**src/core/serial_status_defines.svh**
```systemverilog
// Register offsets, field positions and reset values for the serial status block.
`ifndef SERIAL_STATUS_DEFINES_SVH
`define SERIAL_STATUS_DEFINES_SVH
`define SER_CTRL_A_ADDR      8'h00
`define SER_STATUS_ADDR      8'h04
`define SER_RX_HOLD_ADDR     8'h08
`define SER_TX_HOLD_ADDR     8'h06
`define BIT_RX_FULL          7
`define BIT_OVERRUN          6
`define BIT_PARITY_ERR       5
`define BIT_FRAMING_ERR      4
`define BIT_RX_IRQ_EN        3
`define BIT_CARRIER          2
`define BIT_TX_EMPTY         1
`define BIT_TX_IRQ_EN        0
`define BIT_ERR_RESET        3
`define STATUS_RESET         8'h00
`endif

```
**src/core/serial_status_pkg.sv**
```systemverilog
// Types shared by the serial status block.
package serial_status_pkg;
    typedef logic [7:0] byte_t;
    typedef logic [7:0] io_addr_t;
    typedef enum logic {
        TX_FREE,
        TX_LOADED
    } tx_state_e;
endpackage

```
**src/core/carrier_tracker.sv**
```systemverilog
// Carrier-detect status bit with hold-until-read and rising-edge event.
module carrier_tracker (
    input  wire logic clk,
    input  wire logic nrst,
    input  wire logic carrier_in,
    input  wire logic status_read,
    output logic      carrier_bit,
    output logic      carrier_rise
);
    logic carrier_prev_reg;
    logic hold_reg;

    // ========================================================================
    // Edge detection and hold.
    // ========================================================================
    always_ff @(posedge clk or negedge nrst) begin
        if (!nrst) begin
            carrier_prev_reg <= 1'b0;
        end else begin
            carrier_prev_reg <= carrier_in;
        end
    end

    assign carrier_rise = carrier_in & ~carrier_prev_reg; // [RL9]

    // After the input falls the bit stays set until the status register is read.
    always_ff @(posedge clk or negedge nrst) begin
        if (!nrst) begin
            hold_reg <= 1'b0; // [RL11]
        end else if (carrier_in) begin
            hold_reg <= 1'b1;
        end else if (status_read) begin
            hold_reg <= 1'b0; // [RL11]
        end
    end

    assign carrier_bit = carrier_in | hold_reg; // [RL10]

    property p_hold_until_read;
        @(posedge clk) disable iff (!nrst)
        $fell(carrier_in) |-> carrier_bit;
    endproperty
    a_hold_until_read: assert property (p_hold_until_read) // [RL11]
        else $error("carrier bit dropped on input fall");
endmodule

```
**src/core/serial_status_flags.sv**
```systemverilog
// Status flags, interrupt enables and interrupt request of serial channel 0.
`include "serial_status_defines.svh"

//
// How it works
// RL1: Receive-full flag bit 7 sets when a byte moves into the holding register.
// RL2: Bytes with framing or parity errors are still loaded and flag full.
// RL3: Receive-full clears on holding read, carrier high, stop mode, reset.
// RL4: Overrun bit 6 sets when holding and shift register are both full and another byte completes.
// RL5: Error flags clear on error-reset write of 0, carrier high, stop, reset.
// RL6: Parity error bit 5 sets only with parity mode enabled and bad parity.
// RL7: Framing error bit 4 sets when the stop bit is sampled low.
// RL8: Receive enable bit 3 requests interrupt when any receive flag is set.
// RL9: With receive enable, a carrier-detect rising edge also requests interrupt.
// RL10: Carrier bit 2 reads 1 while the carrier input is high; read-only.
// RL11: After carrier falls the bit holds until a status read; reset clears.
// RL12: While the carrier bit is 1 the receiver is held in reset.
// RL13: Transmit-empty bit 1 clears on a holding write, sets on transfer.
// RL14: Transmit-empty is forced to 1 in stop mode and reset while clear-to-send is low.
// RL15: Clear-to-send input high holds transmit-empty at 0.
// RL16: Transmit enable bit 0 requests interrupt while transmit-empty is 1.
// RL17: Transmit enable and all other status bits except transmit-empty (bit 1, resets to 1) reset to 0.
// RL18: Status register at I/O 04h; only bits 3 and 0 are writable.
// RL19: Error-flag-reset is bit 3 of control register A at I/O 00h.
// RL20: Overrun is flagged when a new byte completes with the shift register full; the code also requires the holding register to be full.
// RL21: One level interrupt request ORs all enabled conditions.
module serial_status_flags (
    input  wire logic                      REF_CLK,
    input  wire logic                      NRST,
    input  wire serial_status_pkg::io_addr_t IO_ADDR,
    input  wire serial_status_pkg::byte_t  IO_WDATA,
    input  wire logic                      IO_RD,
    input  wire logic                      IO_WR,
    output serial_status_pkg::byte_t       IO_RDATA,
    input  wire logic                      IO_STOP_MODE,
    input  wire logic                      CARRIER_DETECT_IN,
    input  wire logic                      CLEAR_TO_SEND_IN,
    input  wire logic                      PARITY_MODE_SELECT,
    input  wire logic                      RX_BYTE_DONE,
    input  wire logic                      RX_PARITY_BAD,
    input  wire logic                      RX_STOP_BIT,
    input  wire logic                      TX_SHIFT_LOAD,
    output logic                           RX_HOLD_LOAD,
    output logic                           RX_UNIT_RESET,
    output logic                           TX_PENDING,
    output logic                           IRQ
);
    import serial_status_pkg::*;

    logic      rx_full_flag_reg;
    logic      rx_shift_full_reg;
    logic      rx_overrun_flag_reg;
    logic      parity_error_flag_reg;
    logic      framing_error_flag_reg;
    logic      rx_irq_enable_reg;
    logic      tx_irq_enable_reg;
    tx_state_e tx_state_reg;
    logic      tx_empty_flag;
    logic      carrier_bit;
    logic      carrier_rise;
    logic      clear_all;
    logic      status_rd;
    logic      status_wr;
    logic      rx_hold_rd;
    logic      tx_hold_wr;
    logic      err_reset_wr;
    logic      byte_in;
    logic      rx_irq;
    logic      tx_irq;
    byte_t     status_value;
    byte_t     rdata_next;

    // ========================================================================
    // Address decode.
    // ========================================================================
    assign status_rd    = IO_RD && (IO_ADDR == `SER_STATUS_ADDR); // [RL18]
    assign status_wr    = IO_WR && (IO_ADDR == `SER_STATUS_ADDR); // [RL18]
    assign rx_hold_rd   = IO_RD && (IO_ADDR == `SER_RX_HOLD_ADDR);
    assign tx_hold_wr   = IO_WR && (IO_ADDR == `SER_TX_HOLD_ADDR);
    assign err_reset_wr = IO_WR && (IO_ADDR == `SER_CTRL_A_ADDR)
                          && !IO_WDATA[`BIT_ERR_RESET]; // [RL19]

    // ========================================================================
    // Carrier detect.
    // ========================================================================
    carrier_tracker u_carrier (
        .clk          (REF_CLK),
        .nrst         (NRST),
        .carrier_in   (CARRIER_DETECT_IN),
        .status_read  (status_rd),
        .carrier_bit  (carrier_bit),
        .carrier_rise (carrier_rise)
    );

    // Receiver is held in reset while the carrier bit is up.
    assign RX_UNIT_RESET = carrier_bit; // [RL12]
    assign clear_all     = CARRIER_DETECT_IN || IO_STOP_MODE;
    assign byte_in       = RX_BYTE_DONE && !carrier_bit; // [RL12]

    // ========================================================================
    // Receive side.
    // ========================================================================
    // The shift register drains into an empty holding register right away.
    assign RX_HOLD_LOAD = !clear_all && !rx_full_flag_reg
                          && (rx_shift_full_reg || byte_in); // [RL1]

    always_ff @(posedge REF_CLK or negedge NRST) begin
        if (!NRST) begin
            rx_full_flag_reg <= 1'b0; // [RL3]
        end else if (clear_all) begin
            rx_full_flag_reg <= 1'b0; // [RL3]
        end else if (RX_HOLD_LOAD) begin
            rx_full_flag_reg <= 1'b1; // [RL1] [RL2]
        end else if (rx_hold_rd) begin
            rx_full_flag_reg <= 1'b0; // [RL3]
        end
    end

    always_ff @(posedge REF_CLK or negedge NRST) begin
        if (!NRST) begin
            rx_shift_full_reg <= 1'b0;
        end else if (clear_all) begin
            rx_shift_full_reg <= 1'b0;
        end else if (RX_HOLD_LOAD) begin
            rx_shift_full_reg <= byte_in && rx_shift_full_reg;
        end else if (byte_in) begin
            rx_shift_full_reg <= 1'b1; // [RL4]
        end
    end

    // Error flags: a set in the same cycle as a software clear wins.
    always_ff @(posedge REF_CLK or negedge NRST) begin
        if (!NRST) begin
            rx_overrun_flag_reg <= 1'b0; // [RL5]
        end else if (clear_all) begin
            rx_overrun_flag_reg <= 1'b0; // [RL5]
        end else if (byte_in && rx_full_flag_reg && rx_shift_full_reg) begin
            rx_overrun_flag_reg <= 1'b1; // [RL4] [RL20]
        end else if (err_reset_wr) begin
            rx_overrun_flag_reg <= 1'b0; // [RL5]
        end
    end

    always_ff @(posedge REF_CLK or negedge NRST) begin
        if (!NRST) begin
            parity_error_flag_reg <= 1'b0; // [RL5]
        end else if (clear_all) begin
            parity_error_flag_reg <= 1'b0; // [RL5]
        end else if (byte_in && PARITY_MODE_SELECT && RX_PARITY_BAD) begin
            parity_error_flag_reg <= 1'b1; // [RL6]
        end else if (err_reset_wr) begin
            parity_error_flag_reg <= 1'b0; // [RL5]
        end
    end

    always_ff @(posedge REF_CLK or negedge NRST) begin
        if (!NRST) begin
            framing_error_flag_reg <= 1'b0; // [RL5]
        end else if (clear_all) begin
            framing_error_flag_reg <= 1'b0; // [RL5]
        end else if (byte_in && !RX_STOP_BIT) begin
            framing_error_flag_reg <= 1'b1; // [RL7]
        end else if (err_reset_wr) begin
            framing_error_flag_reg <= 1'b0; // [RL5]
        end
    end

    // ========================================================================
    // Transmit side.
    // ========================================================================
    always_ff @(posedge REF_CLK or negedge NRST) begin
        if (!NRST) begin
            tx_state_reg <= TX_FREE; // [RL14]
        end else if (IO_STOP_MODE) begin
            tx_state_reg <= TX_FREE; // [RL14]
        end else begin
            unique case (tx_state_reg)
                TX_FREE: begin
                    if (tx_hold_wr) begin
                        tx_state_reg <= TX_LOADED; // [RL13]
                    end
                end
                TX_LOADED: begin
                    if (TX_SHIFT_LOAD) begin
                        tx_state_reg <= TX_FREE; // [RL13]
                    end
                end
            endcase
        end
    end

    assign TX_PENDING    = (tx_state_reg == TX_LOADED);
    assign tx_empty_flag = (tx_state_reg == TX_FREE) && !CLEAR_TO_SEND_IN; // [RL15]

    // ========================================================================
    // Enables and status read.
    // ========================================================================
    always_ff @(posedge REF_CLK or negedge NRST) begin
        if (!NRST) begin
            rx_irq_enable_reg <= 1'b0; // [RL17]
            tx_irq_enable_reg <= 1'b0; // [RL17]
        end else if (status_wr) begin
            rx_irq_enable_reg <= IO_WDATA[`BIT_RX_IRQ_EN]; // [RL18]
            tx_irq_enable_reg <= IO_WDATA[`BIT_TX_IRQ_EN]; // [RL18]
        end
    end

    assign status_value = {rx_full_flag_reg, rx_overrun_flag_reg, parity_error_flag_reg,
                           framing_error_flag_reg, rx_irq_enable_reg, carrier_bit,
                           tx_empty_flag, tx_irq_enable_reg};

    always_comb begin
        rdata_next = 8'h00;
        if (status_rd) begin
            rdata_next = status_value;
        end
    end

    always_ff @(posedge REF_CLK or negedge NRST) begin
        if (!NRST) begin
            IO_RDATA <= `STATUS_RESET;
        end else begin
            IO_RDATA <= rdata_next;
        end
    end

    // ========================================================================
    // Interrupt request.
    // ========================================================================
    assign rx_irq = rx_irq_enable_reg && (rx_full_flag_reg || rx_overrun_flag_reg
                    || parity_error_flag_reg || framing_error_flag_reg
                    || carrier_rise); // [RL8] [RL9]
    assign tx_irq = tx_irq_enable_reg && tx_empty_flag; // [RL16]
    assign IRQ    = rx_irq || tx_irq; // [RL21]

    // ========================================================================
    // Checks.
    // ========================================================================
    property p_full_on_load;
        @(posedge REF_CLK) disable iff (!NRST)
        RX_HOLD_LOAD |=> rx_full_flag_reg;
    endproperty
    a_full_on_load: assert property (p_full_on_load) // [RL1]
        else $error("full flag not set after load");

    property p_full_clear;
        @(posedge REF_CLK) disable iff (!NRST)
        CARRIER_DETECT_IN |=> !rx_full_flag_reg;
    endproperty
    a_full_clear: assert property (p_full_clear) // [RL3]
        else $error("full flag survived carrier high");

    property p_full_read_clear;
        @(posedge REF_CLK) disable iff (!NRST)
        (rx_hold_rd && rx_full_flag_reg) |=> !rx_full_flag_reg;
    endproperty
    a_full_read_clear: assert property (p_full_read_clear) // [RL3]
        else $error("full flag survived holding read");

    property p_overrun;
        @(posedge REF_CLK) disable iff (!NRST)
        (byte_in && rx_full_flag_reg && rx_shift_full_reg && !clear_all)
        |=> rx_overrun_flag_reg;
    endproperty
    a_overrun: assert property (p_overrun) // [RL4]
        else $error("overrun not flagged");

    property p_err_clear;
        @(posedge REF_CLK) disable iff (!NRST)
        (err_reset_wr && !byte_in) |=> !parity_error_flag_reg && !framing_error_flag_reg;
    endproperty
    a_err_clear: assert property (p_err_clear) // [RL5]
        else $error("error flags not cleared");

    property p_parity_gate;
        @(posedge REF_CLK) disable iff (!NRST)
        $rose(parity_error_flag_reg) |-> $past(PARITY_MODE_SELECT);
    endproperty
    a_parity_gate: assert property (p_parity_gate) // [RL6]
        else $error("parity error without parity mode");

    property p_framing;
        @(posedge REF_CLK) disable iff (!NRST)
        (byte_in && !RX_STOP_BIT && !clear_all) |=> framing_error_flag_reg;
    endproperty
    a_framing: assert property (p_framing) // [RL7]
        else $error("framing error not flagged");

    property p_rx_irq;
        @(posedge REF_CLK) disable iff (!NRST)
        (rx_irq_enable_reg && rx_full_flag_reg) |-> IRQ;
    endproperty
    a_rx_irq: assert property (p_rx_irq) // [RL8]
        else $error("receive interrupt missing");

    property p_carrier_irq;
        @(posedge REF_CLK) disable iff (!NRST)
        (rx_irq_enable_reg && $rose(CARRIER_DETECT_IN)) |-> IRQ;
    endproperty
    a_carrier_irq: assert property (p_carrier_irq) // [RL9]
        else $error("carrier rise interrupt missing");

    property p_rx_inhibit;
        @(posedge REF_CLK) disable iff (!NRST)
        carrier_bit |-> RX_UNIT_RESET && !RX_HOLD_LOAD;
    endproperty
    a_rx_inhibit: assert property (p_rx_inhibit) // [RL12]
        else $error("receiver active with carrier bit set");

    property p_tx_write;
        @(posedge REF_CLK) disable iff (!NRST)
        (tx_hold_wr && !IO_STOP_MODE && tx_state_reg == TX_FREE) |=> !tx_empty_flag;
    endproperty
    a_tx_write: assert property (p_tx_write) // [RL13]
        else $error("transmit-empty not cleared by write");

    property p_tx_refill;
        @(posedge REF_CLK) disable iff (!NRST)
        (tx_state_reg == TX_LOADED && TX_SHIFT_LOAD && !IO_STOP_MODE)
        |=> tx_empty_flag || CLEAR_TO_SEND_IN;
    endproperty
    a_tx_refill: assert property (p_tx_refill) // [RL13]
        else $error("transmit-empty not set after shift load");

    property p_stop_empty;
        @(posedge REF_CLK) disable iff (!NRST)
        IO_STOP_MODE |=> tx_empty_flag || CLEAR_TO_SEND_IN;
    endproperty
    a_stop_empty: assert property (p_stop_empty) // [RL14]
        else $error("transmit-empty not forced in stop mode");

    property p_cts;
        @(posedge REF_CLK) disable iff (!NRST)
        CLEAR_TO_SEND_IN |-> !tx_empty_flag;
    endproperty
    a_cts: assert property (p_cts) // [RL15]
        else $error("transmit-empty set with clear-to-send high");

    property p_tx_irq;
        @(posedge REF_CLK) disable iff (!NRST)
        (tx_irq_enable_reg && tx_empty_flag) |-> IRQ;
    endproperty
    a_tx_irq: assert property (p_tx_irq) // [RL16]
        else $error("transmit interrupt missing");

    property p_enable_write;
        @(posedge REF_CLK) disable iff (!NRST)
        status_wr |=> (rx_irq_enable_reg == $past(IO_WDATA[`BIT_RX_IRQ_EN]))
        && (tx_irq_enable_reg == $past(IO_WDATA[`BIT_TX_IRQ_EN]));
    endproperty
    a_enable_write: assert property (p_enable_write) // [RL18]
        else $error("interrupt enables not written");
endmodule

```
**config.mk**
```make
export PLATFORM = sky130hd
export DESIGN_NAME = serial_status_flags
export DESIGN_NICKNAME = d
export VERILOG_FILES = /design/src/core/serial_status_pkg.sv /design/src/core/carrier_tracker.sv /design/src/core/serial_status_flags.sv
export VERILOG_INCLUDE_DIRS = /design/src /design/src/core
export SDC_FILE = /design/constraint.sdc
export NUM_CORES = 1
export LEC_CHECK = 0
export ABC_AREA = 1
export BUFFER_PORTS_ARGS = -buffer_cell sky130_fd_sc_hd__buf_2
export CELL_PAD_IN_SITES_DETAIL_PLACEMENT = 0
export CELL_PAD_IN_SITES_GLOBAL_PLACEMENT = 2
export CORE_UTILIZATION = 25
export CTS_BUF_LIST = sky130_fd_sc_hd__clkbuf_2 sky130_fd_sc_hd__clkbuf_4 sky130_fd_sc_hd__clkbuf_8
export DETAILED_ROUTE_END_ITERATION = 6
export MAX_ROUTING_LAYER = met4
export PLACE_DENSITY_LB_ADDON = 0.1
export SLEW_MARGIN = 10
export SYNTH_ARGS = -nofsm -noshare
export SYNTH_HDL_FRONTEND = slang
export SYNTH_SLANG_ARGS = --single-unit
```
**constraint.sdc**
```tcl
create_clock -name REF_CLK -period 1.4 [get_ports REF_CLK]
set_clock_uncertainty 0.15 [all_clocks]
set_input_delay 0.42 -clock REF_CLK [delete_from_list [all_inputs] [get_ports REF_CLK]]
set_output_delay 0.42 -clock REF_CLK [all_outputs]
set_load 0.01 [all_outputs]
```
==> results.cfg, run 1 <==
[timing]
whs_ns = 0.162
fin_crit_sh = 1.30
finalHoldViolCount = 0
relSlewSlack = 0.731
finalSetupViolations = 4
max_freq_mhz = 548
finalWorstSetupSlack_ns = -0.425
rsz0062_at_grt = yes
period_minus_slack_ns = 1.83
maxSlewViolCount = 0
fin_setup_tns_ns = -1.18
tightest_slew_ns = 0.404

[finish]
fin_util = 0.422
nNetsFinal = 181
synthToLayoutAreaGrowth_pct = 59.0
nFillCells = 339
diodes = 0
mostFrequentLayoutCells = buf_2 (29), nor2_1 (19), dfrtp_1 (18)
fin_cells = 195
sequential_cell_area_um2 = 450
stdcell_area_mm2 = 0.00129
largest_register_ffs = 8
regMostFlops = IO_RDATA
final_common_cell = buf_2
drive_gt1_frac = 0.457
multi_input_area_um2 = 340

[critical_path]
rr_endpoint = u_carrier.hold_reg
critPathRequiredTime_ns = 0.83
cpMaxStageDelayCell = dfrtp_1
worstSetupPathType = reg -> out
reg2reg_slack_ns = 0.09
startpoint_type = flip-flop
crit_chain = nor3_2 > o211ai_1 > nand2_1 > o21ai_4 > buf_6
worstSetupEndpointType = output pin
cp-endpoint = IRQ
cpPeakStageDelay_ns = 0.40
reg2reg_from = u_carrier.hold_reg
reg2reg_depth = 8
cp_max_fo = 2
cp_data_arrival_time_ns = 1.26
cp-startpoint = rx_overrun_flag_reg

[place]
pre_cts_ws_ns = -0.310
placed_cell_area_mm2 = 0.00116
hpwl_mm = 1.47
gp_congestion = 0.796
dp.cells = 185
io_buffers = 33

[detailed_routing]
postRouteAntennaNets = 0
initialDrtViolationCount = 20
viasPerCell = 3.97
drcViolationCount = 0
wl_mm = 1.85
drt_pass1_iterations = 4
route.vias.total = 774
wire_per_inst_um = 9.48

[yosys]
synth-edff-count = 0
syn_nets = 122
yosysSeqAreaShare = 0.556
ys.flop_type = dfrtp_1
yosysWarnings = 0
synthArstFlopShare = 1.00
synthCells = 94
synth_area_leaders = dfrtp_1 (56%), nor2_1 (9.3%), inv_1 (6.9%), nand2_1 (6.9%), nand3_1 (4.3%)
yosysTopAreaCellShare = 0.556
synth-seq-cells = 18
ys_types = 18
syn_area_per_cell_um2 = 8.63
syn_area_um2 = 811
yosys.area.top_type = dfrtp_1

[power]
total_power_mw = 0.882
p_leak_nw = 0.679
p_per_area_mw_per_mm2 = 684
ir_drop_uv = 211

[grt]
grt_max_degree = 19
antenna_found_initial = 0
grtUsageTotal = 0.123
grt_overflow = 0
grt_pass1_wl_mm = 3.01
grt_pass1_vias = 708

[clock_network]
cts_tree = done
htreeDepth = 1
cts_buffers = 3
cts.sinks = 18
clock_latency_ns = 0.29
cts_root_buf = clkbuf_4
clk_pin_slew_ns = 0.10
clockBufferDepth = 2

[floorplan]
die_area_mm2 = 0.00348
rows = 20
initial_core_util = 0.266
coreArea_mm2 = 0.00305
die_width_um = 59.0
io-pin-count = 40
die_h_um = 59.0

[status]
status = finished with violations
violations = setup timing

[hold_path]
hp-class = in -> reg

[job]
maxCapViolations = 0
[per-layer routing]
layer / GRT usage / up-vias / wire length (um)
met2: 0.193 / 24 / 901
met5: - / - / 0
met3: 0.0132 / 2 / 77
li1: - / 404 / -
met1: 0.154 / 344 / 848
met4: 0.0714 / 0 / 21
[cell usage after synthesis (2+ instances only)]
| library cell | number |
|---|---|
| nand2_1 | 15 |
| o21bai_1 | 2 |
| a21oi_1 | 4 |
| dfrtp_1 | 18 |
| nand3_1 | 7 |
| o21ai_0 | 3 |
| nor2_1 | 20 |
| inv_1 | 15 |
[cell families (layout without fill, tap and decap cells)]
kind of cell    after synthesis  count (layout)  share of synthesized area
flops                        18              18                      0.556
simple gates                 50              50                      0.295
compound gates               11              11                     0.0802
buf+inv                      15              72                     0.0694
[worst max-delay path, delay by kind of cell, from the launching register on]
kind / cells / cell delay, ns
AND/OR/NAND/NOR: 2 / 0.28
AO/OA/AOI/OAI: 2 / 0.17
flip-flops: 1 / 0.40
buffers and inverters: 1 / 0.11
[power by group]
group          internal (mW)  total [mW]  switching [mW]  leakage (nW)
Sequential             0.524       0.526         0.00243         0.244
Combinational         0.0509       0.101          0.0502         0.421
Clock                  0.100       0.254           0.154        0.0138
Total                  0.675       0.882           0.207         0.679
[worst min-delay path by stage]
stage | from | endpoint | slack, ns | depth (start not counted)
detailed placement | NRST | IO_RDATA[3] | 0.22 | 1
global placement | NRST | IO_RDATA[3] | 0.22 | 1
floorplan | NRST | IO_RDATA[0] | -0.03 | 0
global route | CARRIER_DETECT_IN | u_carrier.carrier_prev_reg | 0.15 | 1
CTS | CARRIER_DETECT_IN | u_carrier.carrier_prev_reg | 0.15 | 1
finish | CARRIER_DETECT_IN | u_carrier.carrier_prev_reg | 0.16 | 1
[layout make-up]
class	instances	area share
sequential	18	0.350
timing repair buffer	54	0.281
multi-input combinational	61	0.264
inverter	15	0.0456
tap	44	0.0427
clock buffer	3	0.0175
[repair_timing]
| item | in CTS | in global routing |
|---|---|---|
| pin swaps | 5 | 3 |
| buffers inserted | 7 | 2 |
| endpoints found under the hold margin | 18 | 0 |
| resized for setup | 11 | 2 |
| hold buffers | 1 | 0 |
| endpoints found under the setup margin | 4 | 8 |
Note: power is estimated with default switching activity, not from simulation.
==> run 2, diff against run 1 <==
--- a/config.mk
+++ b/config.mk
@@ -10,6 +10,7 @@
 export BUFFER_PORTS_ARGS = -buffer_cell sky130_fd_sc_hd__buf_2
 export CELL_PAD_IN_SITES_DETAIL_PLACEMENT = 0
 export CELL_PAD_IN_SITES_GLOBAL_PLACEMENT = 2
+export CORE_ASPECT_RATIO = 1.1
 export CORE_UTILIZATION = 25
 export CTS_BUF_LIST = sky130_fd_sc_hd__clkbuf_2 sky130_fd_sc_hd__clkbuf_4 sky130_fd_sc_hd__clkbuf_8
 export DETAILED_ROUTE_END_ITERATION = 6
==> run 2 against run 1 <==
Net effect: the flow still finishes with violations (setup timing); largest cell class unchanged; flip-flop and latch count stayed put; count of clock-buffer cells in the layout up 1; largest power group unchanged; worst setup slack got worse by 0.026 ns; via count shrank 2.1%.
==> results.cfg, run 2 (synthesized netlist as in run 1, its figures left out) <==
[clock_network]
cts_buffers = 3
cts_tree = done
cts_root_buf = clkbuf_4
clock_latency_ns = 0.30
clockBufferDepth = 2
cts.sinks = 18
htreeDepth = 1
clk_pin_slew_ns = 0.11

[detailed_routing]
initialDrtViolationCount = 17
highest_layer = met4
viasPerCell = 4.14
drcViolationCount = 0
wire_per_inst_um = 10.5
drt_pass1_iterations = 4
wl_mm = 1.92
wl_met1_um = 987
postRouteAntennaNets = 0
wl_met2_um = 830
route.vias.total = 758
wl_met3_um = 91

[place]
placed_cell_area_mm2 = 0.00116
pre_cts_ws_ns = -0.298
io_buffers = 33
gp_congestion = 0.716
hpwl_mm = 1.54

[hold_path]
hold_end = u_carrier.carrier_prev_reg
worstHoldStart = CARRIER_DETECT_IN
hp-class = in -> reg
min_path_cells = 1

[job]
maxCapViolations = 0

[status]
violations = setup timing
status = finished with violations

[floorplan]
die_width_um = 56.3
coreArea_mm2 = 0.00307
initial_core_util = 0.264
io-pin-count = 40
rows = 21
die_h_um = 61.7
die_area_mm2 = 0.00348

[power]
p_leak_nw = 0.676
pwr-share-seq = 0.548
pwr-share-clk = 0.346
p_per_area_mw_per_mm2 = 756
internal_power_mw = 0.734
p_comb_frac = 0.105
swShare = 0.236
ir_drop_uv = 416
p_sw_mw = 0.226

[finish]
diodes = 0
regMostFlops = IO_RDATA
drive_gt1_frac = 0.450
nNetsFinal = 178
nFillCells = 329
largest_register_ffs = 8
mostFrequentLayoutCells = buf_2 (30), nor2_1 (19), dfrtp_1 (18)
stdcell_area_mm2 = 0.00127
final_common_cell = buf_2
synthToLayoutAreaGrowth_pct = 56.6

[timing]
period_minus_slack_ns = 1.85
tightest_slew_ns = 0.420
fin_setup_tns_ns = -1.19
fin_crit_sh = 1.32
relSlewSlack = 0.720
finalHoldViolCount = 0
finalSetupViolations = 4
max_freq_mhz = 540
maxSlewViolCount = 0
finalWorstSetupSlack_ns = -0.451
rsz0062_at_grt = yes

[critical_path]
cp_max_fo = 2
cpPeakStageDelay_ns = 0.40
worstSetupPathType = reg -> out
cpMaxStageDelayCell = dfrtp_1
crit_chain = nor3_2 > o211ai_1 > nand2_1 > o21ai_4 > buf_2
reg2reg_slack_ns = 0.07
rr_endpoint = framing_error_flag_reg
reg2reg_from = u_carrier.hold_reg
startpoint_type = flip-flop
cp_data_arrival_time_ns = 1.28
critPathRequiredTime_ns = 0.83
worstSetupEndpointType = output pin
reg2reg_depth = 5

[grt]
antenna_found_initial = 0
grt_max_degree = 19
grt_overflow = 0
grt_pass1_wl_mm = 3.20
grt_pass1_vias = 722
grtUsageTotal = 0.130
-- run 2: cell types whose count changed in the layout (fill, tap and decap cells not counted) --
cell,before,now
buf_2,29,30
buf_12,0,1
buf_4,17,14
clkbuf_8,0,1
buf_6,7,5
-- run 2: timing repair --
action	4_1_cts	5_1_grt
pin swaps	3	1
resized for setup	10	2
buffers inserted	2	3
endpoints found under the setup margin	4	12
endpoints found under the hold margin	18	0
hold buffers	1	0
-- run 2: how the worst max path moves through the flow --
stage          slack (ns)  cells past startpoint                 from  end
3_5_place_dp        -0.30                      6    CARRIER_DETECT_IN  IRQ
6_report            -0.45                      5  rx_overrun_flag_reg  IRQ
2_1_floorplan       0.004                      2           TX_PENDING  IRQ
3_3_place_gp        -0.29                      6    CARRIER_DETECT_IN  IRQ
4_1_cts             -0.50                      5  rx_overrun_flag_reg  IRQ
5_1_grt             -0.54                      5  rx_overrun_flag_reg  IRQ
-- run 2: power by group through the flow --
stage | sequential (mW) | clock [mW] | combinational [mW]
CTS | 0.527 | 0.349 | 0.104
finish | 0.527 | 0.333 | 0.101
detailed placement | 0.537 | 0 | 0.101
global route | 0.528 | 0.382 | 0.114
floorplan | 0.536 | 0 | 0.0310
global placement | 0.537 | 0 | 0.0992
-- run 2: stage by stage --
stage / hold WS (ns) / std cells / utilization / power [mW]
after floorplan: -0.0256 / 94 / - / 0.567
after global placement: 0.223 / 175 / 0.378 / 0.636
after detailed placement: 0.235 / 175 / 0.378 / 0.638
after CTS: 0.140 / 182 / 0.411 / 0.980
after global routing: 0.118 / 183 / 0.413 / 1.02
final: 0.146 / 183 / 0.413 / 0.960
-- run 2: routing by layer --
layer,track usage,vias up
met4,0.0732,0
met3,0.0248,2
met2,0.194,22
li1,-,404
met5,-,-
met1,0.169,330
-- run 2: area by class of cell --
cell class / instances / area [um2] / share of cell area
clock buffer: 4 / 36.3 / 0.0286
inverter: 15 / 58.8 / 0.0463
multi-input combinational: 61 / 340 / 0.268
sequential: 18 / 450 / 0.355
tap: 34 / 42.5 / 0.0335
timing repair buffer: 51 / 342 / 0.269
-- run 2: critical path, delay by kind of cell (launching register included) --
family / cells / cell delay, ns
flops: 1 / 0.40
buf+inv: 1 / 0.13
compound gates: 2 / 0.16
simple gates: 2 / 0.29
